File: src/hw/pq_pkg.sv
package pq_pkg;
    // ==================================================
    // Frame identifiers and fixed bytes
    // ==================================================
    localparam logic [7:0] PQ_PID_IND_RESP = 8'h7d;
    localparam logic [7:0] PQ_PID_LONG_PREP = 8'h3c;
    localparam logic [7:0] PQ_APP_CMD = 8'h80;
    localparam logic [6:0] PQ_CMD_READ_POS = 7'h00;
    localparam logic [7:0] PQ_FILL = 8'hff;
    localparam logic [1:0] PQ_DIRECT_LEN_CODE = 2'h2;
    localparam logic [3:0] PQ_DIRECT_LEN = 4'h4;
    localparam logic [3:0] PQ_SHORT_LEN = 4'h2;
    localparam logic [3:0] PQ_LONG_LEN = 4'h8;
    localparam logic [3:0] PQ_ZERO_LEN = 4'h0;
    localparam int PQ_ID_BIT_LEN_HI = 5;
    localparam int PQ_ID_BIT_LEN_LO = 4;
    // ==================================================
    // Controller register map
    // ==================================================
    localparam logic [7:0] PQ_REG_CTRL = 8'h00;
    localparam logic [7:0] PQ_REG_IDS = 8'h04;
    localparam logic [7:0] PQ_REG_STATE = 8'h08;
    localparam logic [7:0] PQ_REG_IRQ_STATUS = 8'h0c;
    localparam logic [7:0] PQ_REG_IRQ_EN = 8'h10;
    localparam logic [7:0] PQ_REG_IRQ_CLR = 8'h14;
    localparam logic [7:0] PQ_REG_RESULT = 8'h18;
    localparam int PQ_IRQ_DONE = 0;
    localparam int PQ_IRQ_CSUM = 1;
    localparam int PQ_IRQ_TIMEOUT = 2;
    // ==================================================
    // Timing
    // ==================================================
    localparam int PQ_CLK_PERIOD_NS = 10;
    localparam int PQ_RESP_TIMEOUT_NS = 10000;
    localparam logic [15:0] PQ_RESP_TIMEOUT_CYC = 16'(PQ_RESP_TIMEOUT_NS / PQ_CLK_PERIOD_NS);
    // ==================================================
    // Types and helpers
    // ==================================================
    typedef enum logic [1:0] {PQ_MODE_DIRECT, PQ_MODE_SHORT, PQ_MODE_LONG} pq_mode_t;
    typedef enum logic [1:0] {PQ_IDLE, PQ_RX, PQ_TX} pq_dev_st_t;
    typedef enum logic [1:0] {PQ_M_IDLE, PQ_M_SEND, PQ_M_RECV} pq_mst_st_t;

    // Identifier with both parity bits in bits 7 and 6.
    function automatic logic [7:0] pq_pid(input logic [5:0] id);
        logic p0;
        logic p1;
        p0 = id[0] ^ id[1] ^ id[2] ^ id[4];
        p1 = ~(id[1] ^ id[3] ^ id[4] ^ id[5]);
        return {p1, p0, id};
    endfunction

    // Sum with carry folded back in; the frame checksum is its inverse.
    function automatic logic [7:0] pq_csum_add(input logic [7:0] s, input logic [7:0] b);
        logic [8:0] t;
        t = {1'b0, s} + {1'b0, b};
        return t[7:0] + {7'h00, t[8]};
    endfunction

    // Short status byte, shared by every answer that carries it.
    function automatic logic [7:0] pq_short_status(input logic sup, input logic stl, input logic eld,
                                                   input logic uv, input logic thermal_shutdown_flag, input logic tw,
                                                   input logic [1:0] tinfo);
        return {sup, stl, eld, uv, thermal_shutdown_flag, tw, tinfo};
    endfunction
endpackage

File: src/hw/pq_link_if.sv
`timescale 1ns/1ps
// Byte-level view of the serial bus: the master owns headers and its data, the node its answers.
interface pq_link_if;
    logic m_vld;
    logic m_sof;
    logic [7:0] m_data;
    logic s_vld;
    logic [7:0] s_data;
    modport master(output m_vld, output m_sof, output m_data, input s_vld, input s_data);
    modport device(input m_vld, input m_sof, input m_data, output s_vld, output s_data);
endinterface

File: src/hw/pq_master.sv
// Added by the designer: the Wishbone slave port and the placing of the registers.
`timescale 1ns/1ps
// Bus master side: software starts a position query over Wishbone and collects the result.
module pq_master (
    input wire logic clk_i,
    input wire logic rst_n_i,
    input wire logic wb_cyc_i,
    input wire logic wb_stb_i,
    input wire logic wb_we_i,
    input wire logic [7:0] wb_adr_i,
    input wire logic [3:0] wb_sel_i,
    input wire logic [31:0] wb_dat_i,
    output logic [31:0] wb_dat_o,
    output logic wb_ack_o,
    output logic irq_o,
    pq_link_if.master link
);
    typedef struct packed {
        pq_pkg::pq_mst_st_t st;
        logic [1:0] mode;
        logic [1:0] lsb_zero;
        logic [5:0] dir_id;
        logic [5:0] prep_id;
        logic [6:0] addr;
        logic [71:0] txbuf;
        logic [3:0] cnt;
        logic [3:0] len;
        logic [3:0] rlen;
        logic [7:0] sum;
        logic [31:0] rbuf;
        logic [15:0] timer;
        logic [31:0] result;
        logic [2:0] irq_st;
        logic [2:0] irq_en;
        logic ack;
        logic [31:0] dat;
        logic m_vld;
        logic m_sof;
        logic [7:0] m_data;
    } pq_mst_state_t;

    pq_mst_state_t q;
    pq_mst_state_t d;
    logic wr;
    logic [2:0] ev;
    logic [15:0] pos_mask;

    assign wr = q.ack && wb_we_i && (wb_sel_i != 4'h0);
    // Low position bits the step mode leaves meaningless are forced to zero.
    assign pos_mask = 16'hffff << q.lsb_zero;

    // ==================================================
    // Register bus and frame engine
    // ==================================================
    always_comb begin
        d = q;
        ev = 3'h0;
        d.m_vld = 1'b0;
        d.m_sof = 1'b0;
        d.ack = wb_cyc_i && wb_stb_i && !q.ack;
        d.dat = 32'h0000_0000;
        case (wb_adr_i)
            pq_pkg::PQ_REG_CTRL: d.dat = {26'h0, q.lsb_zero, 1'b0, q.mode, 1'b0};
            pq_pkg::PQ_REG_IDS: d.dat = {9'h0, q.addr, 2'h0, q.prep_id, 2'h0, q.dir_id};
            pq_pkg::PQ_REG_STATE: d.dat = {31'h0, q.st != pq_pkg::PQ_M_IDLE};
            pq_pkg::PQ_REG_IRQ_STATUS: d.dat = {29'h0, q.irq_st};
            pq_pkg::PQ_REG_IRQ_EN: d.dat = {29'h0, q.irq_en};
            pq_pkg::PQ_REG_RESULT: d.dat = q.result;
            default: d.dat = 32'h0000_0000;
        endcase
        case (q.st)
            pq_pkg::PQ_M_SEND: begin
                d.m_vld = 1'b1;
                d.m_sof = (q.cnt == 4'h0);
                if (q.cnt == q.len + 4'h1) begin
                    d.m_data = ~q.sum;
                end else begin
                    d.m_data = q.txbuf[71:64];
                    if (q.cnt != 4'h0) begin
                        d.sum = pq_pkg::pq_csum_add(q.sum, q.txbuf[71:64]);
                    end
                end
                d.txbuf = {q.txbuf[63:0], 8'h00};
                d.cnt = q.cnt + 4'h1;
                if (q.len == pq_pkg::PQ_ZERO_LEN) begin
                    // A read frame is only a header; the node supplies the rest.
                    d.st = pq_pkg::PQ_M_RECV;
                    d.cnt = 4'h0;
                    d.sum = 8'h00;
                    d.timer = pq_pkg::PQ_RESP_TIMEOUT_CYC;
                end else if (q.cnt == q.len + 4'h1) begin
                    // Prepare frame done: follow with the indirect read frame.
                    d.txbuf = {pq_pkg::PQ_PID_IND_RESP, 64'h0};
                    d.len = pq_pkg::PQ_ZERO_LEN;
                    d.cnt = 4'h0;
                    d.sum = 8'h00;
                end
            end
            pq_pkg::PQ_M_RECV: begin
                d.timer = q.timer - 16'h0001;
                if (link.s_vld) begin
                    if (q.cnt == q.rlen) begin
                        d.st = pq_pkg::PQ_M_IDLE;
                        if (~q.sum == link.s_data) begin
                            d.result = {q.rbuf[31:24], q.rbuf[7:0], q.rbuf[23:8] & pos_mask};
                            ev[pq_pkg::PQ_IRQ_DONE] = 1'b1;
                        end else begin
                            ev[pq_pkg::PQ_IRQ_CSUM] = 1'b1;
                        end
                    end else begin
                        d.sum = pq_pkg::pq_csum_add(q.sum, link.s_data);
                        d.cnt = q.cnt + 4'h1;
                        if (q.cnt < pq_pkg::PQ_DIRECT_LEN) begin
                            d.rbuf = {q.rbuf[23:0], link.s_data};
                        end
                    end
                end else if (q.timer == 16'h0000) begin
                    d.st = pq_pkg::PQ_M_IDLE;
                    ev[pq_pkg::PQ_IRQ_TIMEOUT] = 1'b1;
                end
            end
            pq_pkg::PQ_M_IDLE: begin
                d.st = pq_pkg::PQ_M_IDLE;
            end
            default: begin
                d.st = pq_pkg::PQ_M_IDLE;
            end
        endcase
        if (wr) begin
            case (wb_adr_i)
                pq_pkg::PQ_REG_CTRL: begin
                    d.mode = wb_dat_i[2:1];
                    d.lsb_zero = wb_dat_i[5:4];
                    if (wb_dat_i[0] && q.st == pq_pkg::PQ_M_IDLE) begin
                        d.st = pq_pkg::PQ_M_SEND;
                        d.cnt = 4'h0;
                        d.sum = 8'h00;
                        if (wb_dat_i[2:1] == pq_pkg::PQ_MODE_SHORT) begin
                            d.txbuf = {pq_pkg::pq_pid(q.prep_id), 1'b1, pq_pkg::PQ_CMD_READ_POS,
                                       1'b1, q.addr, 48'h0};
                            d.len = pq_pkg::PQ_SHORT_LEN;
                            d.rlen = pq_pkg::PQ_LONG_LEN;
                        end else if (wb_dat_i[2:1] == pq_pkg::PQ_MODE_LONG) begin
                            d.txbuf = {pq_pkg::PQ_PID_LONG_PREP, pq_pkg::PQ_APP_CMD,
                                       1'b1, pq_pkg::PQ_CMD_READ_POS, 1'b1, q.addr, {5{pq_pkg::PQ_FILL}}};
                            d.len = pq_pkg::PQ_LONG_LEN;
                            d.rlen = pq_pkg::PQ_LONG_LEN;
                        end else begin
                            d.txbuf = {pq_pkg::pq_pid(q.dir_id), 64'h0};
                            d.len = pq_pkg::PQ_ZERO_LEN;
                            d.rlen = pq_pkg::PQ_DIRECT_LEN;
                        end
                    end
                end
                pq_pkg::PQ_REG_IDS: begin
                    d.dir_id = wb_dat_i[5:0];
                    d.prep_id = wb_dat_i[13:8];
                    d.addr = wb_dat_i[22:16];
                end
                pq_pkg::PQ_REG_IRQ_EN: d.irq_en = wb_dat_i[2:0];
                pq_pkg::PQ_REG_IRQ_CLR: d.irq_st = q.irq_st & ~wb_dat_i[2:0];
                default: d.irq_en = q.irq_en;
            endcase
        end
        // A new event wins over a clear written in the same cycle.
        d.irq_st = d.irq_st | ev;
    end

    always_ff @(posedge clk_i) begin
        if (!rst_n_i) begin
            q <= '{st: pq_pkg::PQ_M_IDLE, default: '0};
        end else begin
            q <= d;
        end
    end

    assign wb_ack_o = q.ack;
    assign wb_dat_o = q.dat;
    assign irq_o = |(q.irq_st & q.irq_en);
    assign link.m_vld = q.m_vld;
    assign link.m_sof = q.m_sof;
    assign link.m_data = q.m_data;
endmodule // pq_master

File: src/flat_wrapper.sv
// flat-port wrapper written by rule: the top's interface ports become plain ports
module pq_master_flat 
  (clk_i, rst_n_i, wb_cyc_i, wb_stb_i, wb_we_i, wb_adr_i, wb_sel_i, wb_dat_i, wb_dat_o, wb_ack_o, irq_o, link_m_vld, link_m_sof, link_m_data, link_s_vld, link_s_data);
  pq_link_if link_i ();
  input wire logic clk_i;
  input wire logic rst_n_i;
  input wire logic wb_cyc_i;
  input wire logic wb_stb_i;
  input wire logic wb_we_i;
  input wire logic [7:0] wb_adr_i;
  input wire logic [3:0] wb_sel_i;
  input wire logic [31:0] wb_dat_i;
  output logic [31:0] wb_dat_o;
  output logic wb_ack_o;
  output logic irq_o;
  output wire logic [$bits(link_i.m_vld)-1:0] link_m_vld;
  output wire logic [$bits(link_i.m_sof)-1:0] link_m_sof;
  output wire logic [$bits(link_i.m_data)-1:0] link_m_data;
  input wire logic [$bits(link_i.s_vld)-1:0] link_s_vld;
  input wire logic [$bits(link_i.s_data)-1:0] link_s_data;
  assign link_m_vld = link_i.m_vld;
  assign link_m_sof = link_i.m_sof;
  assign link_m_data = link_i.m_data;
  assign link_i.s_vld = link_s_vld;
  assign link_i.s_data = link_s_data;
  pq_master u_core (.clk_i(clk_i), .rst_n_i(rst_n_i), .wb_cyc_i(wb_cyc_i), .wb_stb_i(wb_stb_i), .wb_we_i(wb_we_i), .wb_adr_i(wb_adr_i), .wb_sel_i(wb_sel_i), .wb_dat_i(wb_dat_i), .wb_dat_o(wb_dat_o), .wb_ack_o(wb_ack_o), .irq_o(irq_o), .link(link_i));
endmodule
File: config.mk
export PLATFORM = sky130hd
export DESIGN_NAME = pq_master_flat
export DESIGN_NICKNAME = d
export VERILOG_FILES = /design/src/hw/pq_pkg.sv /design/src/hw/pq_link_if.sv /design/src/hw/pq_master.sv /design/src/flat_wrapper.sv
export SDC_FILE = /design/constraint.sdc
export NUM_CORES = 1
export LEC_CHECK = 0
export BUFFER_PORTS_ARGS = -buffer_cell sky130_fd_sc_hd__buf_2
export CAP_MARGIN = 20
export CELL_PAD_IN_SITES_DETAIL_PLACEMENT = 0
export CELL_PAD_IN_SITES_GLOBAL_PLACEMENT = 2
export CORE_UTILIZATION = 39
export CTS_CLUSTER_SIZE = 28
export DETAILED_ROUTE_END_ITERATION = 8
export GPL_TIMING_DRIVEN = 0
export PLACE_DENSITY_LB_ADDON = 0.12
export SLEW_MARGIN = 20
export SYNTH_ARGS = -nofsm -noshare
export SYNTH_HDL_FRONTEND = slang
export SYNTH_SLANG_ARGS = --single-unit
File: constraint.sdc
create_clock -name clk_i -period 7.8 [get_ports clk_i]
set_clock_uncertainty 0.05 [all_clocks]
set_input_delay 0.78 -clock clk_i [delete_from_list [all_inputs] [get_ports clk_i]]
set_output_delay 0.78 -clock clk_i [all_outputs]
set_load 0.01 [all_outputs]
==> impl_metrics.py, run 1 <==
metrics = {
    "status": {
        "status": "completed",
    },
    "worst_setup_path": {
        "worst_path_most_repeated_cell": "ha_1",
        "cp-end-kind": "register",
        "max_stage_delay_ns": 0.44,
        "cp_cell_sequence": "ha_1 > fa_1 > a211oi_1 > or2_2 > a21oi_1 > o21ai_0 > nand2b_1 > ha_1 > o2111a_1 > nand4_2 > nor4b_2 > xnor3_1 > mux2i_1 > o221ai_1 > o211a_1",
        "critPathArrivalTime_ns": 4.04,
        "timing.rr.start": "u_core.q[213]$_SDFF_PN0_",
        "crit_required_ns": 8.17,
        "cp_max_fo": 3,
        "crit_path_start_kind": "register",
        "path_class": "register to register",
        "critPathLaunch": "u_core.q[213]$_SDFF_PN0_",
        "crit_slowest_cell": "dfxtp_1",
    },
    "die": {
        "rows": 61,
        "pin_count": 102,
        "core_mm2": 0.0278,
        "die_area_mm2": 0.0288,
        "die_x_um": 170,
        "die_h_um": 170,
        "initial_core_util": 0.396,
    },
    "logic_synthesis": {
        "synth_edf_count": 0,
        "synth_cells": 1314,
        "yosysUniqueCellTypes": 66,
        "synthFlopType": "dfxtp_1",
        "ys_seq_area_frac": 0.445,
        "ys_seq_elements": 244,
        "syn_area_mm2": 0.0110,
        "async_flop_share": 0,
        "syn_avg_cell_area_um2": 8.36,
        "yosys_warnings": 0,
        "syn_nets": 1404,
    },
    "timing": {
        "rsz0062_at_grt": "no",
        "setup_viol_count_final": 0,
        "setup_ws_ns": 4.12,
        "final_hold_viol_count": 0,
        "max_freq_mhz": 272,
        "tightest_slew_ns": 1.03,
        "timing.final.crit_share": 0.471,
        "finalSetupTns_ns": 0,
        "relSlewSlack": 0.308,
        "fin_crit_ns": 3.68,
        "slew_violations": 0,
    },
    "layout": {
        "nets": 1521,
        "mostFrequentLayoutCell": "dfxtp_1",
        "drive_gt1_frac": 0.152,
        "fin_cells": 1825,
        "layout_common_cells": "dfxtp_1 (244), nand2_1 (228), a21oi_1 (142)",
        "fill_cells": 2869,
        "antenna_cells": 0,
        "syn2layout_area_growth_pct": 16.8,
    },
    "global_routing": {
        "grt_pass1_vias": 9339,
        "grt-ovfl-total": 0,
        "grt_pass1_wl_um": 53000,
        "groute.usage.overall": 0.238,
        "grt_start_max_net_pins": 13,
        "grt_antenna_before_repair": 0,
    },
    "placement": {
        "gp_congestion": 0.850,
        "hpwlAfterDp_um": 25400,
        "dp_slack_ns": 4.08,
        "numPortBuffers": 88,
        "dp_cells": 1780,
    },
    "routing": {
        "drtIter0Drc": 607,
        "wl_per_cell_um": 18.7,
        "drtPass1Iterations": 7,
        "drc_errors": 0,
        "vias": 9645,
        "drt-total-wl_um": 34100,
        "ant_nets": 0,
        "vias_per_cell": 5.28,
    },
    "clock_tree": {
        "clk_pin_slew_ns": 0.06,
        "holdBufCountCts": 0,
        "post_cts_buffers": 0,
        "cts_buffers": 27,
        "cts_root_buf": "clkbuf_16",
        "cts-resized-gates": 0,
        "cts_tree": "built",
        "ctsLongestPathBuffers": 3,
        "h-tree-depth": 1,
        "clock_sinks": 244,
        "clk-insertion-delay-late_ns": 0.54,
    },
    "flow_run": {
        "drv_cap": 0,
    },
    "worst_hold_path": {
        "min_from": "u_core.wb_ack_o$_SDFF_PN0_",
        "min_path_type": "register to register",
    },
    "power_and_ir_drop": {
        "leakagePower_nw": 4.92,
        "ir_worst_vdd_mv": 0.153,
        "p_per_area_mw_per_mm2": 208,
    },
}
==> flip-flops by register name, indices dropped and copies added (netlist names) <==
| signal | count |
|---|---|
| u_core.wb_ack_o | 1 |
| u_core.wb_dat_o | 32 |
| u_core.q | 201 |
| u_core.link.m_vld | 1 |
| u_core.link.m_data | 8 |
| u_core.link.m_sof | 1 |
==> cells in the mapped netlist, types with 26 or more instances <==
master / instances / area [um2]
a21oi_1: 142 / 711
a221oi_1: 46 / 403
a22oi_1: 45 / 338
buf_4: 45 / 338
clkbuf_1: 48 / 180
dfxtp_1: 244 / 4880
ha_1: 30 / 375
nand2_1: 228 / 856
nand3_1: 38 / 190
nor2_1: 135 / 507
o21ai_0: 41 / 205
xnor2_1: 26 / 228
==> worst max-delay path, delay by kind of cell (launching register included) <==
family | cells | cell delay, ns
AOI/OAI and AO/OA | 6 | 0.92
xor gates and xnor gates | 1 | 0.36
muxes | 1 | 0.15
and+or+nand+nor | 4 | 0.90
adders and majority gates | 3 | 0.75
DFF | 1 | 0.44
==> cell families (layout without fill, tap and decap cells) <==
family / after synthesis / in the layout / synth area share
buffers and inverters: 141 / 274 / 0.0657
AO/OA/AOI/OAI: 337 / 337 / 0.196
flip-flops: 244 / 244 / 0.445
multiplexers: 23 / 23 / 0.0213
AND/OR/NAND/NOR: 496 / 496 / 0.200
XOR/XNOR: 41 / 41 / 0.0346
adder cells (fa/ha/maj): 32 / 32 / 0.0378
==> layout make-up <==
class / instances / area [um2] / area share
Clock inverter: 8 / 165 / 0.0129
Buffer: 120 / 643 / 0.0501
Timing Repair Buffer: 88 / 440 / 0.0343
Tap cell: 378 / 473 / 0.0369
Multi-Input combinational cell: 929 / 5380 / 0.420
Inverter: 21 / 78.8 / 0.00614
Clock buffer: 37 / 763 / 0.0595
Sequential cell: 244 / 4880 / 0.381
==> power breakdown <==
part	internal (mW)	switching [mW]
logic	0.0189	0.0498
clock network	0.841	0.517
registers	1.25	0.000228
==> layer usage <==
metal,GRT usage,vias up,wire [um]
met5,0,-,0
met4,0.0572,0,753
met3,0.0270,47,1360
met2,0.409,203,16200
met1,0.316,4588,15700
li1,-,4807,-
==> through the flow <==
stage / hold WS, ns / instance area, um2 / util / total power, mW
after global placement: 0.389 / 11900 / 0.428 / 1.34
after detailed placement: 0.395 / 11900 / 0.428 / 1.34
final: 0.397 / 12800 / 0.462 / 2.67
after CTS: 0.403 / 12800 / 0.462 / 2.70
after global routing: 0.427 / 12800 / 0.462 / 2.75
after floorplan: 0.381 / 11000 / - / 1.31
==> final timing paths <==
kind | slack, ns | end | cells after the start
worst max register to register | 4.12 | u_core.q[136]$_SDFF_PN0_ | 15
worst min-delay path | 0.40 | u_core.wb_ack_o$_SDFF_PN0_ | 1
worst min register to register | 0.40 | u_core.wb_ack_o$_SDFF_PN0_ | 1
worst max-delay path | 4.12 | u_core.q[136]$_SDFF_PN0_ | 15
Note: power is estimated with default switching activity, not from simulation.
==> run 2, diff against run 1 <==
--- a/config.mk
+++ b/config.mk
@@ -9,7 +9,7 @@
 export CAP_MARGIN = 20
 export CELL_PAD_IN_SITES_DETAIL_PLACEMENT = 0
 export CELL_PAD_IN_SITES_GLOBAL_PLACEMENT = 2
-export CORE_UTILIZATION = 39
+export CORE_UTILIZATION = 36
 export CTS_CLUSTER_SIZE = 28
 export DETAILED_ROUTE_END_ITERATION = 8
 export GPL_TIMING_DRIVEN = 0
==> constraint.sdc (replaced) <==
create_clock -name clk_i -period 3.69 [get_ports clk_i]
set_clock_uncertainty 0.05 [all_clocks]
set_input_delay 0.369 -clock clk_i [delete_from_list [all_inputs] [get_ports clk_i]]
set_output_delay 0.369 -clock clk_i [all_outputs]
set_load 0.01 [all_outputs]
==> run 2 against run 1 <==
  * Wire length grew 2.6%
  * Sequential power grew 110%
  * Worst setup slack lost 3.9 ns
  * Via count grew 0.47%
  * Total power grew 120%
  * Die area grew 8.2%
  * Sequential share of layout area shrank 0.40 points
  * Cell area grew 1.2%
  * Critical path depth is the same
==> impl_metrics.py, run 2 (same netlist as run 1, synthesis figures left out) <==
metrics = {
    "layout": {
        "fin_cells": 1846,
        "largest_reg_flops": 201,
        "multi_input_area_mm2": 0.00540,
        "mostFrequentLayoutCell": "dfxtp_1",
        "final_util": 0.436,
        "fill_cells": 3086,
        "regMostFlops": "u_core.q",
        "nets": 1524,
        "antenna_cells": 0,
        "layout_common_cells": "dfxtp_1 (241), nand2_1 (228), a21oi_1 (141)",
        "seq_area_mm2": 0.00489,
        "syn2layout_area_growth_pct": 18.1,
        "drive_gt1_frac": 0.161,
        "final_cell_area_mm2": 0.0130,
    },
    "worst_setup_path": {
        "r2r_cells": 15,
        "cp-end-kind": "register",
        "path_class": "register to register",
        "cp_cell_sequence": "ha_2 > fa_1 > a211oi_1 > or2_2 > a21oi_4 > o21ai_0 > nand2b_1 > ha_1 > o2111a_1 > nand4_2 > nor4b_4 > xnor3_1 > mux2i_1 > o221ai_1 > o211a_1",
        "crit_required_ns": 4.09,
        "timing.rr.start": "u_core.q[213]$_SDFF_PN0_",
        "r2r_setup_slack_ns": 0.18,
        "cp_max_fo": 3,
        "crit_slowest_cell": "dfxtp_2",
        "max_stage_delay_ns": 0.40,
        "crit_path_start_kind": "register",
        "rr_endpoint": "u_core.q[136]$_SDFF_PN0_",
        "critPathArrivalTime_ns": 3.90,
    },
    "placement": {
        "dp_slack_ns": -0.0312,
        "hpwlAfterDp_um": 26100,
        "numPortBuffers": 88,
        "dpl-instance-area_mm2": 0.0119,
        "dp_cells": 1792,
        "gp_congestion": 0.815,
    },
    "worst_hold_path": {
        "hold_path_end": "u_core.q[222]$_SDFFE_PN0P_",
        "whs_path_depth": 3,
        "min_path_type": "primary input to register",
        "min_from": "wb_dat_i[17]",
    },
    "timing": {
        "rsz0062_at_grt": "no",
        "setup_ws_ns": 0.184,
        "slew_violations": 0,
        "fin_crit_ns": 3.51,
        "max_freq_mhz": 285,
        "timing.final.crit_share": 0.950,
        "relSlewSlack": 0.298,
        "tightest_slew_ns": 1.05,
        "setup_viol_count_final": 0,
        "finalSetupTns_ns": 0,
        "final_hold_viol_count": 0,
    },
    "flow_run": {
        "drv_cap": 0,
    },
    "die": {
        "pin_count": 102,
        "initial_core_util": 0.369,
        "rows": 63,
        "core_mm2": 0.0298,
        "die_h_um": 177,
        "die_x_um": 177,
        "die_area_mm2": 0.0312,
    },
    "clock_tree": {
        "clock_sinks": 244,
        "ctsLongestPathBuffers": 3,
        "clk-insertion-delay-late_ns": 0.55,
        "clk_pin_slew_ns": 0.07,
        "cts_tree": "built",
        "cts_buffers": 28,
        "h-tree-depth": 1,
        "cts_root_buf": "clkbuf_16",
        "post_cts_buffers": 0,
    },
    "global_routing": {
        "grt_start_max_net_pins": 14,
        "grt_pass1_vias": 9406,
        "grt_antenna_before_repair": 0,
        "grt_pass1_wl_um": 54200,
        "groute.usage.overall": 0.225,
        "grt-ovfl-total": 0,
    },
    "routing": {
        "drc_errors": 0,
        "drt-total-wl_um": 35000,
        "vias": 9690,
        "wl_per_cell_um": 18.9,
        "drtIter0Drc": 612,
        "ant_nets": 0,
        "vias_per_cell": 5.25,
        "drtPass1Iterations": 7,
    },
    "power_and_ir_drop": {
        "p_clk_frac": 0.521,
        "intPower_mw": 4.54,
        "swShare": 0.218,
        "p_seq_frac": 0.454,
        "power.switching_mw": 1.27,
        "ir_worst_vdd_mv": 0.303,
        "p_per_area_mw_per_mm2": 448,
        "p_comb_frac": 0.026,
        "leakagePower_nw": 4.97,
    },
    "status": {
        "status": "completed",
    },
}
run 2: cell count changes in the layout (fill, tap and decap cells not counted), moves of 2 or more:
cell / before / now
clkbuf_1: 53 / 49
clkinv_2: 3 / 7
clkbuf_8: 5 / 8
clkinvlp_4: 0 / 3
dfxtp_1: 244 / 241
dfxtp_2: 0 / 3
clkbuf_16: 27 / 29
dlygate4sd3_1: 0 / 2
run 2: timing repair:
| action | in CTS | in global routing |
|---|---|---|
| gates resized for setup | 3 | 4 |
| hold endpoints to repair | 1 | 0 |
| pin swaps | 0 | 0 |
| hold buffers | 2 | 0 |
| gates cloned | 0 | 0 |
| endpoints found under the setup margin | 1 | 1 |
run 2: worst max path at each step:
| stage | slack (ns) | from | to | cells after the start |
|---|---|---|---|---|
| after floorplan | 0.40 | u_core.q[129]$_SDFF_PN0_ | u_core.q[136]$_SDFF_PN0_ | 15 |
| after global placement | -0.02 | u_core.q[213]$_SDFF_PN0_ | u_core.q[136]$_SDFF_PN0_ | 15 |
| after detailed placement | -0.03 | u_core.q[213]$_SDFF_PN0_ | u_core.q[136]$_SDFF_PN0_ | 15 |
| after CTS | 0.08 | u_core.q[129]$_SDFF_PN0_ | u_core.q[136]$_SDFF_PN0_ | 15 |
| after global routing | 0.009 | u_core.q[129]$_SDFF_PN0_ | u_core.q[136]$_SDFF_PN0_ | 15 |
| final | 0.18 | u_core.q[213]$_SDFF_PN0_ | u_core.q[136]$_SDFF_PN0_ | 15 |
run 2: power groups by stage:
stage	combinational (mW)	clock, mW	sequential (mW)
after CTS	0.151	3.09	2.63
after global placement	0.149	0	2.69
after detailed placement	0.149	0	2.69
after floorplan	0.0690	0	2.69
final	0.149	3.03	2.63
after global routing	0.163	3.18	2.63
run 2: through the flow:
step	power, mW	hold slack (ns)
after detailed placement	2.84	0.387
after global routing	5.98	0.0246
after CTS	5.87	0.0155
final	5.81	0.0355
after floorplan	2.76	0.381
after global placement	2.84	0.380
run 2: critical path: cells and delay by family, from the launching register on:
family	cells	cell delay (ns)
AOI/OAI and AO/OA	6	0.86
xor gates and xnor gates	1	0.35
adders and majority gates	3	0.69
DFF	1	0.40
muxes	1	0.15
and+or+nand+nor	4	0.91
run 2: area by class of cell:
class | instances | area share
Clock inverter | 14 | 0.0137
Clock buffer | 38 | 0.0647
Multi-Input combinational cell | 929 | 0.416
Timing Repair Buffer | 90 | 0.0355
Buffer | 120 | 0.0495
Tap cell | 390 | 0.0376
Inverter | 21 | 0.00607
Sequential cell | 244 | 0.377
run 2: layer usage:
layer | share of wire | track usage | up-vias
li1 | - | - | 4815
met3 | 0.037 | 0.0286 | 55
met2 | 0.47 | 0.381 | 193
met5 | 0 | 0 | -
met4 | 0.030 | 0.0639 | 0
met1 | 0.46 | 0.298 | 4627
==> run 3, diff against run 2 <==
--- a/config.mk
+++ b/config.mk
@@ -5,11 +5,12 @@
 export SDC_FILE = /design/constraint.sdc
 export NUM_CORES = 1
 export LEC_CHECK = 0
+export ABC_AREA = 1
 export BUFFER_PORTS_ARGS = -buffer_cell sky130_fd_sc_hd__buf_2
 export CAP_MARGIN = 20
 export CELL_PAD_IN_SITES_DETAIL_PLACEMENT = 0
 export CELL_PAD_IN_SITES_GLOBAL_PLACEMENT = 2
-export CORE_UTILIZATION = 36
+export CORE_UTILIZATION = 34
 export CTS_CLUSTER_SIZE = 28
 export DETAILED_ROUTE_END_ITERATION = 8
 export GPL_TIMING_DRIVEN = 0
==> run 3 against run 2 <==
  * Global-route usage is 1.0 points lower
  * Synthesized cell count is 19% higher
  * Clock-buffer cell count is 7 higher
  * Sequential power hardly changed
  * Clock power is 1% lower
  * Non-clock buffer count is 6 higher
  * Sequential cell count stayed put
  * Sequential share of layout area is 1.7 points lower
  * Utilization is 3.0 points lower
  * Total power is 0.15% lower
  * Die area is 11% higher
  * Critical path depth stayed put
  * Critical endpoint is now u_core.q[133]$_SDFF_PN0_
==> impl_metrics.py, run 3 <==
metrics = {
    "layout": {
        "fin_cells": 2159,
        "drive_gt1_frac": 0.131,
        "syn2layout_area_growth_pct": 17.9,
        "antenna_cells": 0,
        "seq_area_mm2": 0.00488,
        "final_util": 0.406,
        "fill_cells": 3621,
        "mostFrequentLayoutCell": "nand2_1",
        "nets": 1778,
        "regMostFlops": "u_core.q",
        "final_cell_area_mm2": 0.0136,
        "layout_common_cells": "nand2_1 (308), dfxtp_1 (244), inv_1 (157)",
        "largest_reg_flops": 201,
        "multi_input_area_mm2": 0.00532,
    },
    "routing": {
        "drtPass1Iterations": 5,
        "drtIter0Drc": 597,
        "wl_per_cell_um": 17.1,
        "drt-total-wl_um": 36800,
        "ant_nets": 0,
        "drc_errors": 0,
        "vias": 10600,
        "vias_per_cell": 4.89,
    },
    "placement": {
        "dp_cells": 2100,
        "dpl-instance-area_mm2": 0.0125,
        "gp_congestion": 0.821,
        "hpwlAfterDp_um": 28200,
        "numPortBuffers": 88,
    },
    "timing": {
        "whs_ns": 0.0328,
        "fin_crit_ns": 2.80,
        "rsz0062_at_grt": "no",
        "tightest_slew_ns": 0.776,
        "timing.final.crit_share": 0.759,
        "setup_viol_count_final": 0,
        "final_hold_viol_count": 0,
        "finalSetupTns_ns": 0,
        "relSlewSlack": 0.482,
        "max_freq_mhz": 357,
        "slew_violations": 0,
    },
    "logic_synthesis": {
        "synth_cells": 1564,
        "yosysUniqueCellTypes": 48,
        "syn_area_mm2": 0.0115,
        "syn_avg_cell_area_um2": 7.36,
        "synth.top_cell.area_share": 0.424,
        "ys_seq_elements": 244,
        "async_flop_share": 0,
        "syn_nets": 1654,
        "synth_top_area_cell": "dfxtp_1",
        "synthFlopType": "dfxtp_1",
        "yosys-top-cells-count": "nand2_1 (308), dfxtp_1 (244), inv_1 (157)",
        "yosys_warnings": 0,
        "synth_edf_count": 0,
        "synth_most_common_cell": "nand2_1",
        "synthTopCellsByArea": "dfxtp_1 (42%), nand2_1 (10%), nand3_1 (6.7%), a21oi_1 (6.2%), inv_1 (5.1%)",
        "ys_seq_area_frac": 0.424,
    },
    "global_routing": {
        "grt_antenna_before_repair": 0,
        "grt_pass1_vias": 9713,
        "grt-ovfl-total": 0,
        "grt_start_max_net_pins": 15,
        "groute.usage.overall": 0.215,
        "grt_pass1_wl_um": 56800,
    },
    "clock_tree": {
        "ctsLongestPathBuffers": 3,
        "holdBufCountCts": 4,
        "post_cts_buffers": 0,
        "cts_root_buf": "clkbuf_16",
        "clk-insertion-delay-late_ns": 0.55,
        "clk_pin_slew_ns": 0.06,
        "clock_sinks": 244,
        "cts_tree": "built",
        "cts-resized-gates": 0,
        "cts_buffers": 30,
        "h-tree-depth": 1,
    },
    "status": {
        "status": "completed",
    },
    "worst_hold_path": {
        "min_path_type": "primary input to register",
    },
    "die": {
        "die_area_mm2": 0.0346,
        "die_x_um": 186,
        "core_mm2": 0.0334,
        "pin_count": 102,
        "die_h_um": 186,
        "initial_core_util": 0.344,
        "rows": 67,
    },
    "worst_setup_path": {
        "crit_path_start_kind": "register",
        "critPathArrivalTime_ns": 3.22,
        "path_class": "register to register",
        "cp-end-kind": "register",
        "cp_max_fo": 4,
        "crit_required_ns": 4.11,
    },
    "power_and_ir_drop": {
        "ir_worst_vdd_mv": 0.354,
        "p_per_area_mw_per_mm2": 427,
        "leakagePower_nw": 5.58,
    },
    "flow_run": {
        "drv_cap": 0,
    },
}
==> run 3: cell type report <==
class / instances / area share
Tap cell: 448 / 0.0413
Multi-Input combinational cell: 1033 / 0.392
Timing Repair Buffer: 92 / 0.0354
Buffer: 124 / 0.0518
Inverter: 163 / 0.0451
Sequential cell: 244 / 0.360
Clock buffer: 45 / 0.0669
Clock inverter: 10 / 0.00838
==> run 3: critical path: stages, from the launching register on <==
cell and delay, ns:
dfxtp_1 0.35, ha_1 0.26, fa_1 0.45, nand3_1 0.13, nand3_1 0.10, a21oi_1 0.18
o21bai_1 0.11, ha_1 0.22, ha_1 0.17, inv_1 0.06, nor2_1 0.04, inv_1 0.09
nor3_1 0.08, o21ai_0 0.22, nand2_1 0.08, a21oi_1 0.13
==> run 3: metal layers <==
metal,track usage,vias up,share of wire
met3,0.0270,47,0.043
met4,0.0551,0,0.021
met1,0.315,4865,0.51
li1,-,5430,-
met2,0.329,209,0.43
met5,0,-,0
==> run 3: report_power, final <==
| part | switching [mW] | internal (mW) |
|---|---|---|
| sequential | 0.000610 | 2.64 |
| combinational | 0.120 | 0.0504 |
| clock | 1.16 | 1.83 |
| total | 1.28 | 4.52 |
==> run 3: per-stage QoR <==
step	power, mW	setup WS [ns]
floorplan	2.78	1.13
global placement	2.86	0.742
detailed placement	2.86	0.729
CTS	5.87	0.815
global route	5.99	0.396
finish	5.80	0.891
==> run 3: kinds of logic after synthesis <==
family,synth area share
buffers and inverters,0.114
AND/OR/NAND/NOR,0.237
XOR/XNOR,0.0175
flip-flops,0.424
adder cells (fa/ha/maj),0.0361
AO/OA/AOI/OAI,0.172
==> run 3: path summary, 6_finish.rpt <==
kind	start	to	slack (ns)	cells after the start
worst max-delay path	u_core.q[129]$_SDFF_PN0_	u_core.q[133]$_SDFF_PN0_	0.89	15
worst min-delay path	wb_dat_i[4]	u_core.q[238]$_SDFFE_PN0P_	0.03	3
worst max register to register	u_core.q[129]$_SDFF_PN0_	u_core.q[133]$_SDFF_PN0_	0.89	15
worst min register to register	u_core.q[78]$_SDFFE_PN0P_	u_core.wb_dat_o[29]$_SDFF_PN0_	0.40	2
